**src/hdl/ifp_pkg.sv**
```systemverilog
// constants and types for the interrupt flag and priority register block
package ifp_pkg;
  // ****************************************
  // register map (byte addresses, one word each)
  // ****************************************
  localparam logic [3:0] IFP_ADDR_EXT = 4'h0;
  localparam logic [3:0] IFP_ADDR_RST = 4'h4;
  localparam logic [3:0] IFP_ADDR_PFA = 4'h8;
  localparam logic [3:0] IFP_ADDR_PFB = 4'hC;
  // core control: bit1 high/global enable, bit0 low/group enable
  localparam logic [4:0] IFP_ADDR_GEN = 5'h10;
  localparam logic [4:0] IFP_ADDR_PEN = 5'h14;
  localparam logic [4:0] IFP_ADDR_PPR = 5'h18;
  // ****************************************
  // field positions and reset values
  // ****************************************
  localparam int IFP_EXT2_PRIO = 7;
  localparam int IFP_EXT1_PRIO = 6;
  localparam int IFP_EXT2_EN = 4;
  localparam int IFP_EXT1_EN = 3;
  localparam int IFP_EXT2_FLAG = 1;
  localparam int IFP_EXT1_FLAG = 0;
  localparam logic [7:0] IFP_EXT_MASK = 8'hDB;
  localparam logic [7:0] IFP_RST_MASK = 8'hDF;
  localparam logic [7:0] IFP_PFA_WMASK = 8'hCF;
  localparam logic [7:0] IFP_PFB_MASK = 8'h0F;
  localparam logic [7:0] IFP_RST_RESET = 8'h1C;
  localparam logic [7:0] IFP_EXT_RESET = 8'hC0;
  localparam logic [23:0] IFP_VEC_HIGH = 24'h000008;
  localparam logic [23:0] IFP_VEC_LOW = 24'h000018;
  localparam logic [1:0] IFP_CCP_PWM = 2'h2;
  // ****************************************
  // carriers
  // ****************************************
  typedef struct packed {
    logic ext2;
    logic ext1;
    logic psp;
    logic adc;
    logic ssp;
    logic ccp_a;
    logic tmr_b;
    logic tmr_a;
    logic bcl;
    logic lvd;
    logic tmr_c;
    logic ccp_b;
  } ifp_event_type;
  typedef struct packed {
    logic valid;
    logic high;
    logic [23:0] addr;
  } ifp_vector_type;
  typedef enum logic {IFP_IDLE, IFP_ANSWER} ifp_bus_state_type;
endpackage : ifp_pkg

```
**src/hdl/ifp_regs.sv**
```systemverilog
// interrupt flag, enable, priority registers with vector request to the core
//
// The address map and register access over Avalon-MM were decided locally.
`timescale 1ns/10ps
module ifp_regs
  import ifp_pkg::*;
(
  input wire logic clk_sys,
  input wire logic sys_rst,
  input wire logic [4:0] avs_address,
  input wire logic avs_read,
  input wire logic avs_write,
  input wire logic [31:0] avs_writedata,
  input wire logic [3:0] avs_byteenable,
  output logic [31:0] avs_readdata,
  output logic avs_waitrequest,
  input wire ifp_event_type event_in,
  input wire logic rx_buffer_full,
  input wire logic tx_buffer_empty,
  input wire logic [1:0] capcomp_a_mode,
  input wire logic [1:0] capcomp_b_mode,
  input wire logic core_accept,
  output ifp_vector_type vector_req
);
  // ****************************************
  // state
  // ****************************************
  logic [7:0] ext_line_irq_ctrl;
  logic [7:0] reset_cause_prio_ctrl;
  logic [7:0] periph_request_flags_a;
  logic [7:0] periph_request_flags_b;
  logic [11:0] periph_enables;
  logic [11:0] periph_priorities;
  logic global_high_enable;
  logic global_low_enable;
  ifp_bus_state_type bus_state;
  logic wr_go;
  logic rd_go;
  logic [7:0] wdat;
  logic [7:0] set_a;
  logic [7:0] set_b;
  logic [7:0] rd_a;
  logic priority_levels_on;
  logic [13:0] req_flag;
  logic [13:0] req_en;
  logic [13:0] req_prio;
  logic [13:0] req_periph;
  logic [13:0] active;
  logic any_high;
  logic any_low;

  // ****************************************
  // bus slave: one wait cycle, answer on second
  // ****************************************
  always_ff @(posedge clk_sys)
  begin
    if (sys_rst)
      bus_state <= IFP_IDLE;
    else if (bus_state == IFP_ANSWER)
      bus_state <= IFP_IDLE;
    else if (avs_read || avs_write)
      bus_state <= IFP_ANSWER;
  end

  assign avs_waitrequest = (avs_read || avs_write) && (bus_state == IFP_IDLE);
  assign wr_go = avs_write && (bus_state == IFP_ANSWER) && avs_byteenable[0];
  assign rd_go = avs_read && (bus_state == IFP_ANSWER);
  assign wdat = avs_writedata[7:0];
  assign priority_levels_on = reset_cause_prio_ctrl[7];

  // ****************************************
  // event capture
  // ****************************************
  always_comb
  begin
    set_a = 8'h00;
    set_b = 8'h00;
    set_a[7] = event_in.psp;
    set_a[6] = event_in.adc;
    set_a[3] = event_in.ssp;
    set_a[2] = event_in.ccp_a && (capcomp_a_mode != IFP_CCP_PWM);
    set_a[1] = event_in.tmr_b;
    set_a[0] = event_in.tmr_a;
    set_b[3] = event_in.bcl;
    set_b[2] = event_in.lvd;
    set_b[1] = event_in.tmr_c;
    set_b[0] = event_in.ccp_b && (capcomp_b_mode != IFP_CCP_PWM);
  end

  // flags set regardless of enables; a set beats a same-cycle clear
  always_ff @(posedge clk_sys)
  begin
    if (sys_rst)
      ext_line_irq_ctrl <= IFP_EXT_RESET;
    else
    begin
      if (wr_go && avs_address == {1'b0, IFP_ADDR_EXT})
        ext_line_irq_ctrl <= wdat & IFP_EXT_MASK;
      if (event_in.ext2)
        ext_line_irq_ctrl[IFP_EXT2_FLAG] <= 1'b1;
      if (event_in.ext1)
        ext_line_irq_ctrl[IFP_EXT1_FLAG] <= 1'b1;
    end
  end

  always_ff @(posedge clk_sys)
  begin
    if (sys_rst)
      periph_request_flags_a <= 8'h00;
    else if (wr_go && avs_address == {1'b0, IFP_ADDR_PFA})
      periph_request_flags_a <= (wdat & IFP_PFA_WMASK) | set_a;
    else
      periph_request_flags_a <= periph_request_flags_a | set_a;
  end

  always_ff @(posedge clk_sys)
  begin
    if (sys_rst)
      periph_request_flags_b <= 8'h00;
    else if (wr_go && avs_address == {1'b0, IFP_ADDR_PFB})
      periph_request_flags_b <= (wdat & IFP_PFB_MASK) | set_b;
    else
      periph_request_flags_b <= periph_request_flags_b | set_b;
  end

  // live status bits, never stored
  always_comb
  begin
    rd_a = periph_request_flags_a & IFP_PFA_WMASK;
    rd_a[5] = rx_buffer_full;
    rd_a[4] = tx_buffer_empty;
  end

  // ****************************************
  // control registers
  // ****************************************
  always_ff @(posedge clk_sys)
  begin
    if (sys_rst)
      reset_cause_prio_ctrl <= IFP_RST_RESET;
    else if (wr_go && avs_address == {1'b0, IFP_ADDR_RST})
      reset_cause_prio_ctrl <= wdat & IFP_RST_MASK;
  end

  always_ff @(posedge clk_sys)
  begin
    if (sys_rst)
    begin
      periph_enables <= 12'h000;
      periph_priorities <= 12'hFFF;
    end
    else
    begin
      if (avs_write && (bus_state == IFP_ANSWER) && avs_address == IFP_ADDR_PEN)
        periph_enables <= avs_writedata[11:0];
      if (avs_write && (bus_state == IFP_ANSWER) && avs_address == IFP_ADDR_PPR)
        periph_priorities <= avs_writedata[11:0];
    end
  end

  // acceptance clears the gating enable; bus write of same bit loses to accept
  always_ff @(posedge clk_sys)
  begin
    if (sys_rst)
    begin
      global_high_enable <= 1'b0;
      global_low_enable <= 1'b0;
    end
    else
    begin
      if (wr_go && avs_address == IFP_ADDR_GEN)
      begin
        global_high_enable <= wdat[1];
        global_low_enable <= wdat[0];
      end
      if (core_accept && vector_req.valid)
      begin
        if (!priority_levels_on || vector_req.high)
          global_high_enable <= 1'b0;
        else
          global_low_enable <= 1'b0;
      end
    end
  end

  // ****************************************
  // request arbitration
  // ****************************************
  // software is expected to clear stale flags before enabling
  assign req_flag = {ext_line_irq_ctrl[IFP_EXT2_FLAG], ext_line_irq_ctrl[IFP_EXT1_FLAG],
                     rd_a, periph_request_flags_b[3:0]};
  assign req_en = {ext_line_irq_ctrl[IFP_EXT2_EN], ext_line_irq_ctrl[IFP_EXT1_EN],
                   periph_enables};
  assign req_prio = {ext_line_irq_ctrl[IFP_EXT2_PRIO], ext_line_irq_ctrl[IFP_EXT1_PRIO],
                     periph_priorities};
  assign req_periph = {2'b00, 12'hFFF};
  assign active = req_flag & req_en;

  always_comb
  begin
    if (priority_levels_on)
    begin
      any_high = global_high_enable && |(active & req_prio);
      any_low = global_low_enable && |(active & ~req_prio);
    end
    else
    begin
      // low enable acts as peripheral group enable here
      any_high = global_high_enable &&
                 |(active & (~req_periph | {14{global_low_enable}}));
      any_low = 1'b0;
    end
  end

  // registered request: core sees a stable vector, at the cost of one cycle latency
  always_ff @(posedge clk_sys)
  begin
    if (sys_rst)
      vector_req <= '0;
    else if (core_accept && vector_req.valid)
      vector_req <= '0;
    else if (any_high)
      vector_req <= '{valid: 1'b1, high: 1'b1, addr: IFP_VEC_HIGH};
    else if (any_low)
      vector_req <= '{valid: 1'b1, high: 1'b0, addr: IFP_VEC_LOW};
    else
      vector_req <= '0;
  end

  // ****************************************
  // read data
  // ****************************************
  always_ff @(posedge clk_sys)
  begin
    if (sys_rst)
      avs_readdata <= 32'h00000000;
    else if (avs_read && bus_state == IFP_IDLE)
    begin
      case (avs_address)
        {1'b0, IFP_ADDR_EXT}: avs_readdata <= {24'h000000, ext_line_irq_ctrl};
        {1'b0, IFP_ADDR_RST}: avs_readdata <= {24'h000000, reset_cause_prio_ctrl};
        {1'b0, IFP_ADDR_PFA}: avs_readdata <= {24'h000000, rd_a};
        {1'b0, IFP_ADDR_PFB}: avs_readdata <= {24'h000000, periph_request_flags_b};
        IFP_ADDR_GEN: avs_readdata <= {30'h00000000, global_high_enable, global_low_enable};
        IFP_ADDR_PEN: avs_readdata <= {20'h00000, periph_enables};
        IFP_ADDR_PPR: avs_readdata <= {20'h00000, periph_priorities};
        default: avs_readdata <= 32'h00000000;
      endcase
    end
  end

  // ****************************************
  // checks
  // ****************************************
  ext_reset_val_a: assert property (@(posedge clk_sys)
    $fell(sys_rst) |-> ext_line_irq_ctrl == IFP_EXT_RESET)
    else $error("ext control reset value wrong");
  ext_unimpl_zero_a: assert property (@(posedge clk_sys) disable iff (sys_rst)
    (ext_line_irq_ctrl[5] == 1'b0) && (ext_line_irq_ctrl[2] == 1'b0))
    else $error("unimplemented ext bits nonzero");
  pfb_upper_zero_a: assert property (@(posedge clk_sys) disable iff (sys_rst)
    periph_request_flags_b[7:4] == 4'h0)
    else $error("flags b upper bits nonzero");
  ext_flag_set_a: assert property (@(posedge clk_sys) disable iff (sys_rst)
    event_in.ext1 |=> ext_line_irq_ctrl[IFP_EXT1_FLAG])
    else $error("ext1 flag not set");
  flag_sticky_a: assert property (@(posedge clk_sys) disable iff (sys_rst)
    periph_request_flags_b[3] && !wr_go |=> periph_request_flags_b[3])
    else $error("collision flag lost");
  adc_flag_set_a: assert property (@(posedge clk_sys) disable iff (sys_rst)
    event_in.adc |=> periph_request_flags_a[6])
    else $error("conversion flag not set");
  rx_live_a: assert property (@(posedge clk_sys) disable iff (sys_rst)
    rd_go && avs_address == {1'b0, IFP_ADDR_PFA} |->
    avs_readdata[5] == $past(rx_buffer_full))
    else $error("rx status not live");
  compat_vec_a: assert property (@(posedge clk_sys) disable iff (sys_rst)
    vector_req.valid && !$past(priority_levels_on) |-> vector_req.addr == IFP_VEC_HIGH)
    else $error("compat vector wrong");
  low_vec_a: assert property (@(posedge clk_sys) disable iff (sys_rst)
    vector_req.valid && !vector_req.high |-> vector_req.addr == IFP_VEC_LOW)
    else $error("low vector wrong");
  accept_clear_a: assert property (@(posedge clk_sys) disable iff (sys_rst)
    core_accept && vector_req.valid && vector_req.high |=> !global_high_enable)
    else $error("high enable not cleared");
  high_first_a: assert property (@(posedge clk_sys) disable iff (sys_rst)
    any_high && !(core_accept && vector_req.valid) |=> vector_req.high)
    else $error("high request not first");
  wait_one_a: assert property (@(posedge clk_sys) disable iff (sys_rst)
    $rose(avs_read) |-> avs_waitrequest ##1 !avs_waitrequest)
    else $error("bus answer timing");
  high_req_c: cover property (@(posedge clk_sys) vector_req.valid && vector_req.high);
  low_req_c: cover property (@(posedge clk_sys) vector_req.valid && !vector_req.high);
  set_clear_c: cover property (@(posedge clk_sys) wr_go && |set_a);
endmodule : ifp_regs
```
**config.mk**
```make
export PLATFORM = sky130hd
export DESIGN_NAME = ifp_regs
export DESIGN_NICKNAME = d
export VERILOG_FILES = /design/src/hdl/ifp_pkg.sv /design/src/hdl/ifp_regs.sv
export SDC_FILE = /design/constraint.sdc
export NUM_CORES = 1
export LEC_CHECK = 0
export ABC_CLOCK_PERIOD_IN_PS = 4000
export CORE_ASPECT_RATIO = 0.8
export CORE_MARGIN = 8
export CORE_UTILIZATION = 35
export DETAILED_ROUTE_END_ITERATION = 16
export DONT_BUFFER_PORTS = 1
export GPL_ROUTABILITY_DRIVEN = 0
export PLACE_DENSITY_LB_ADDON = 0.2
export SETUP_SLACK_MARGIN = 0.5
export SLEW_MARGIN = 20
export SYNTH_ARGS = -nofsm -noshare
export SYNTH_HDL_FRONTEND = slang
export SYNTH_SLANG_ARGS = --single-unit
```
**constraint.sdc**
```tcl
create_clock -name clk_sys -period 4 [get_ports clk_sys]
set_clock_uncertainty 0.15 [all_clocks]
set_input_delay 0.8 -clock clk_sys [delete_from_list [all_inputs] [get_ports clk_sys]]
set_output_delay 0.8 -clock clk_sys [all_outputs]
set_load 0.02 [all_outputs]
```
; ---- Yosys cells after proc, flatten, opt, wreduce, memory -nomap -nowiden
; Index checks and enable logic that the tools add are counted.
[classes]
n_eq_ne = 8
n_mux = 17
bitwise = 10
n_reduce_logical = 29
[op_table]
columns = operator, n
row1 = case mux 12 bit (7 select lines), 1
row2 = bitwise AND 14 bit, 4
row3 = 2-to-1 mux 26 bit, 2
row4 = OR reduction 14 bit, 3
row5 = logical AND 1 bit, 17
row6 = 2-to-1 mux 8 bit, 2
row7 = bitwise OR 8 bit, 2
row8 = == test 5 bit (second input constant), 3
row9 = inverter 14 bit, 1
row10 = 2-to-1 mux 1 bit, 11
row11 = == test 5 x 4 -> 1 bit (second input constant), 2
row12 = bitwise OR 8 x 4 -> 8 bit, 1
row13 = == test 5 x 3 -> 1 bit (second input constant), 1
row14 = logical NOT 5 bit, 1
row15 = != test 2 bit (second input constant), 2
row16 = bitwise OR 4 bit, 1
row17 = nonzero test 2 bit, 2
row18 = OR reduction 2 bit, 2
row19 = OR reduction 3 bit, 1
row20 = logical OR 1 bit, 2
row21 = 2-to-1 mux 2 bit, 1
row22 = logical NOT 1 bit, 1
row23 = inverter 1 bit, 1
[word_totals]
reg_bits = 114
out_inout_bits = 59
wordCells = 80

; ---- Logic depth before layout (Yosys ltp)
[depth]
depth_word = 7
ltp_mapped = 7

; ---- Worst setup path before layout
; No wires, ideal clock.
[synth_timing]
path_type = input port to flip-flop
from = input port tx_buffer_empty
to = register vector_req[25] (netlist name)
setup_time_ns = 0.114
arrival_ns = 1.859
setup_slack_ns = 1.877
path_stages = 5
path_buffers = 0
cell_sequence = nand2_1 -> o22ai_1 -> or4_1 -> o2111ai_1 -> a21bo_1
[synth_via]
elab_chain_cells = 7
[synth_rtl]
columns = item, line_no
row1 = from (decl), ifp_regs.sv:19  ; input wire logic tx_buffer_empty,
row2 = bitwise AND 14 bit *, ifp_regs.sv:197  ; assign active = req_flag & req_en;
row3 = bitwise AND 14 bit, ifp_regs.sv:204  ; any_low = global_low_enable && |(active & ~req_prio);
row4 = OR reduction 14 bit, ifp_regs.sv:204
row5 = logical AND 1 bit, ifp_regs.sv:204
row6 = 2-to-1 mux 1 bit, ifp_regs.sv:201  ; if (priority_levels_on)
row7 = 2-to-1 mux 26 bit, ifp_regs.sv:224  ; else if (any_low)
row8 = 2-to-1 mux 26 bit *, ifp_regs.sv:222  ; else if (any_high)
row9 = to (signal assigned), ifp_regs.sv:223  ; vector_req <= '{valid: 1'b1, high: 1'b1, addr: IFP_VEC_HIGH};
row10 = to (signal assigned), ifp_regs.sv:225  ; vector_req <= '{valid: 1'b1, high: 1'b0, addr: IFP_VEC_LOW};
row11 = to (decl), ifp_regs.sv:23  ; output ifp_vector_type vector_req
; Mark *: on every way between the ends. The rest lies on a longest branch, timed or not.
; A chain may end at the register's enable or synchronous reset.

; ---- Worst setup path after layout
[layout_timing]
from = input port avs_address[3]
to = register periph_priorities[4]
[layout_via]
elab_chain_cells = 2
[layout_rtl]
columns = item, line_no
row1 = from (decl), ifp_regs.sv:10  ; input wire logic [4:0] avs_address,
row2 = == test 5 bit, ifp_regs.sv:156  ; if (avs_write && (bus_state == IFP_ANSWER) && avs_address == IFP_ADDR_PPR)
row3 = logical AND 1 bit, ifp_regs.sv:156
row4 = to (signal assigned), ifp_regs.sv:157  ; periph_priorities <= avs_writedata[11:0];
row5 = to (decl), ifp_regs.sv:33  ; logic [11:0] periph_priorities;
; No other way between the ends.

==> reports/qor.csv <==
stage,metric,value,unit
sta,hold_violations,0,
cts,hold_buffers,0,
place,dpl-instance-area,0.00334,mm²
detailed_routing,drt_wl_total,10400,µm
cts,numCtsBuffers,9,
cts,clk_root_buffer_cell,clkbuf_16,
status,status,completed,
finish,drive_gt1_share,7.54,%
cts,cts_resized,0,
sta,rsz0062_at_grt,no,
floorplan,core-area,0.00961,mm²
global_route,antenna_found_initial,0,
sta,tightestPinTransition,682,ps
finish,stdcell_area,0.00363,mm²
critical_path,critical_path.top_delay_family,simple AND/OR/NAND/NOR gates,
yosys,yosys-top-cells-count,"79 x nand2_1, 65 x dfxtp_1, 45 x buf_4",
power,ir_drop,0.225,mV
cts,clk_pin_slew,50,ps
floorplan,num_rows,32,
run,drv_cap,0,
yosys,synth.yosys.seq_area_share,37.8,%
yosys,syn-cell-area,0.00344,mm²
cts,cts_tree,done,
power,pwr-share-clk,50.4,%
yosys,async_flop_share,0,%
yosys,synth_top_area_share,37.8,%
detailed_routing,vias_per_cell,5.41,
detailed_routing,wl_per_cell,19.6,µm
sta,final-max-slew-violation-count,0,
detailed_routing,drt_iter0_markers,274,
yosys,netlist-cell-type-count,49,
sta,clock.fmax,398,MHz
detailed_routing,vias,2865,
global_route,overflow,0,
detailed_routing,firstDrtPassIters,5,
global_route,grt-busiest-layer,met2,
place,io_buffers,0,
sta,fin_hold_ws,352,ps
yosys,synth.most_common_cell,nand2_1,
detailed_routing,drc,0,
global_route,grt_pass1_wl,15900,µm
global_route,met1_usage,21.0,%
yosys,yosys_warnings,0,
power,p_leak,1.39,nW
global_route,grt_max_degree,59,
place,place_inst,514,
yosys,synth_edf_count,0,
critical_path,crit_chain,nor2b_1 > and2_1 > nand3_1 > nand2_1 > nand3b_1,
sta,setup-tns-final,0,ps
global_route,met3_usage,5.79,%
critical_path,path_buf_inv,0,
floorplan,die_y,105,µm
yosys,syn_inst,413,
global_route,grt_pass1_vias,2752,
power,power_frac_comb,5.9,%
finish,finalNonFillerCells,530,
critical_path,arrival,2580,ps
sta,slew_headroom,54.2,%
finish,regArea,0.00130,mm²
critical_path,crit_type,primary input to flip-flop,
cts,clock_latency,340,ps
floorplan,die_w,127,µm
yosys,synth.area.top_cells,"dfxtp_1 38%, buf_4 9.8%, nand2_1 8.6%",
detailed_routing,final_antenna_net_count,0,
power,power.internal,1.18,mW
global_route,track_usage,15.5,%
critical_path,crit_fanout,14,
min_path,hold_path_class,flip-flop to flip-flop,
yosys,ys.flop_type,dfxtp_1,
yosys,syn_area_per_cell,8.33,µm²
finish,num_antenna_cells,0,
sta,setup_viol,0,
floorplan,io_pins,123,
global_route,use_met2,21.8,%
power,seq_power_share,43.7,%
sta,min_period,2510,ps
yosys,synth_top_area_cell,dfxtp_1,
critical_path,cp_slowest_stage_delay,520,ps
finish,post-route-util,37.8,%
yosys,ys_seq_elements,65,
sta,post-route-period-util,62.7,%
power,sw_frac_of_total,23.8,%
cts,clock-sinks,65,
floorplan,start_util,35.8,%
floorplan,die_area,0.0133,mm²
cts,cts_setup_buffers,0,
finish,fillers,1031,
critical_path,worstPathRequired,4070,ps
power,p_switching,0.369,mW
critical_path,critPathSlowestCell,nand3_1,
critical_path,worstSetupStartpointType,primary input,
finish,multi_input_area,0.00184,mm²
critical_path,cp-end-kind,flip-flop,
cts,clk_path_buf_depth,2,
power,power.density,427,mW/mm²
finish,fin_nets,470,
finish,area_growth,5.67,%
place,dp.final_hpwl,7780,µm
cts,cts-htree-levels,3,
registers in the layout, indices dropped and copies added, names as in the netlist, 3 cells and up:
signal / flops
avs_readdata: 12
periph_enables: 12
periph_priorities: 12
reset_cause_prio_ctrl: 7
ext_line_irq_ctrl: 6
periph_request_flags_a: 6
periph_request_flags_b: 4
vector_req: 3
per-layer routing:
layer | wire length [µm] | vias up
li1 | - | 1354
met1 | 4690 | 1340
met2 | 4340 | 149
met3 | 1100 | 22
met4 | 234 | 0
met5 | 0 | -
worst paths after layout:
check	from	endpoint	slack [ps]	depth (start not counted)
max reg2reg	bus_state$_SDFF_PP0_	periph_request_flags_a[7]$_SDFF_PP0_	1940	4
min	periph_enables[9]$_SDFFE_PP0P_	periph_enables[9]$_SDFFE_PP0P_	350	2
max	avs_address[3]	periph_priorities[4]$_SDFFE_PP1P_	1490	5
min reg2reg	periph_enables[9]$_SDFFE_PP0P_	periph_enables[9]$_SDFFE_PP0P_	350	2
worst register-to-register path, stage by stage (launching register included):
cell and delay (ps):
dfxtp_1 410, and3_1 470, and3_1 580, mux2i_1 260
a21oi_1 80
cells in the final DEF, fill, tap and decap left out, types with 2 or more instances in the layout:
master	instances
nand2b_1	4
a311oi_1	2
mux4_2	2
a22o_1	5
a21oi_2	5
nor3_1	3
o21ai_1	7
and2_1	3
a211o_1	3
nand4_1	5
o22ai_1	7
a221oi_1	5
inv_1	12
conb_1	42
nand3b_1	14
nand3_1	21
nand2_1	79
clkbuf_16	9
a22oi_1	12
clkinvlp_4	2
o2bb2ai_1	3
dfxtp_1	65
and3_1	4
nor2b_1	6
mux2i_1	23
clkinv_2	2
o21ai_0	6
a21oi_1	22
nor2_1	17
power by group through the flow:
stage / logic [mW] / registers, mW / clock network [mW]
6_report: 0.0912 / 0.678 / 0.782
3_3_place_gp: 0.0884 / 0.690 / 0
3_5_place_dp: 0.0892 / 0.690 / 0
2_1_floorplan: 0.121 / 0.682 / 0
4_1_cts: 0.0892 / 0.676 / 0.795
5_1_grt: 0.0993 / 0.678 / 0.818
final cells by class:
class	count	share of cell area [%]
Clock buffer	11	6.68
Multi-Input combinational cell	318	50.7
Sequential cell	65	35.8
Tap cell	119	4.10
Clock inverter	5	1.51
Inverter	12	1.24
metrics by stage:
step	worst slack, ps	total power, mW
after CTS	1520	1.56
final	1490	1.55
after floorplan	1880	0.804
after global routing	1320	1.60
after global placement	1140	0.779
after detailed placement	1170	0.780
logic make-up (layout without fill, tap and decap cells):
group           after synthesis  count (layout)  synth area share, %
compound gates               82              82                 16.2
other cells                   1              42                0.109
buf+inv                      71              28                 13.1
simple gates                169             169                 24.8
mux                          25              25                 8.00
flops                        65              65                 37.8
Power figures use the tool's default switching activity.
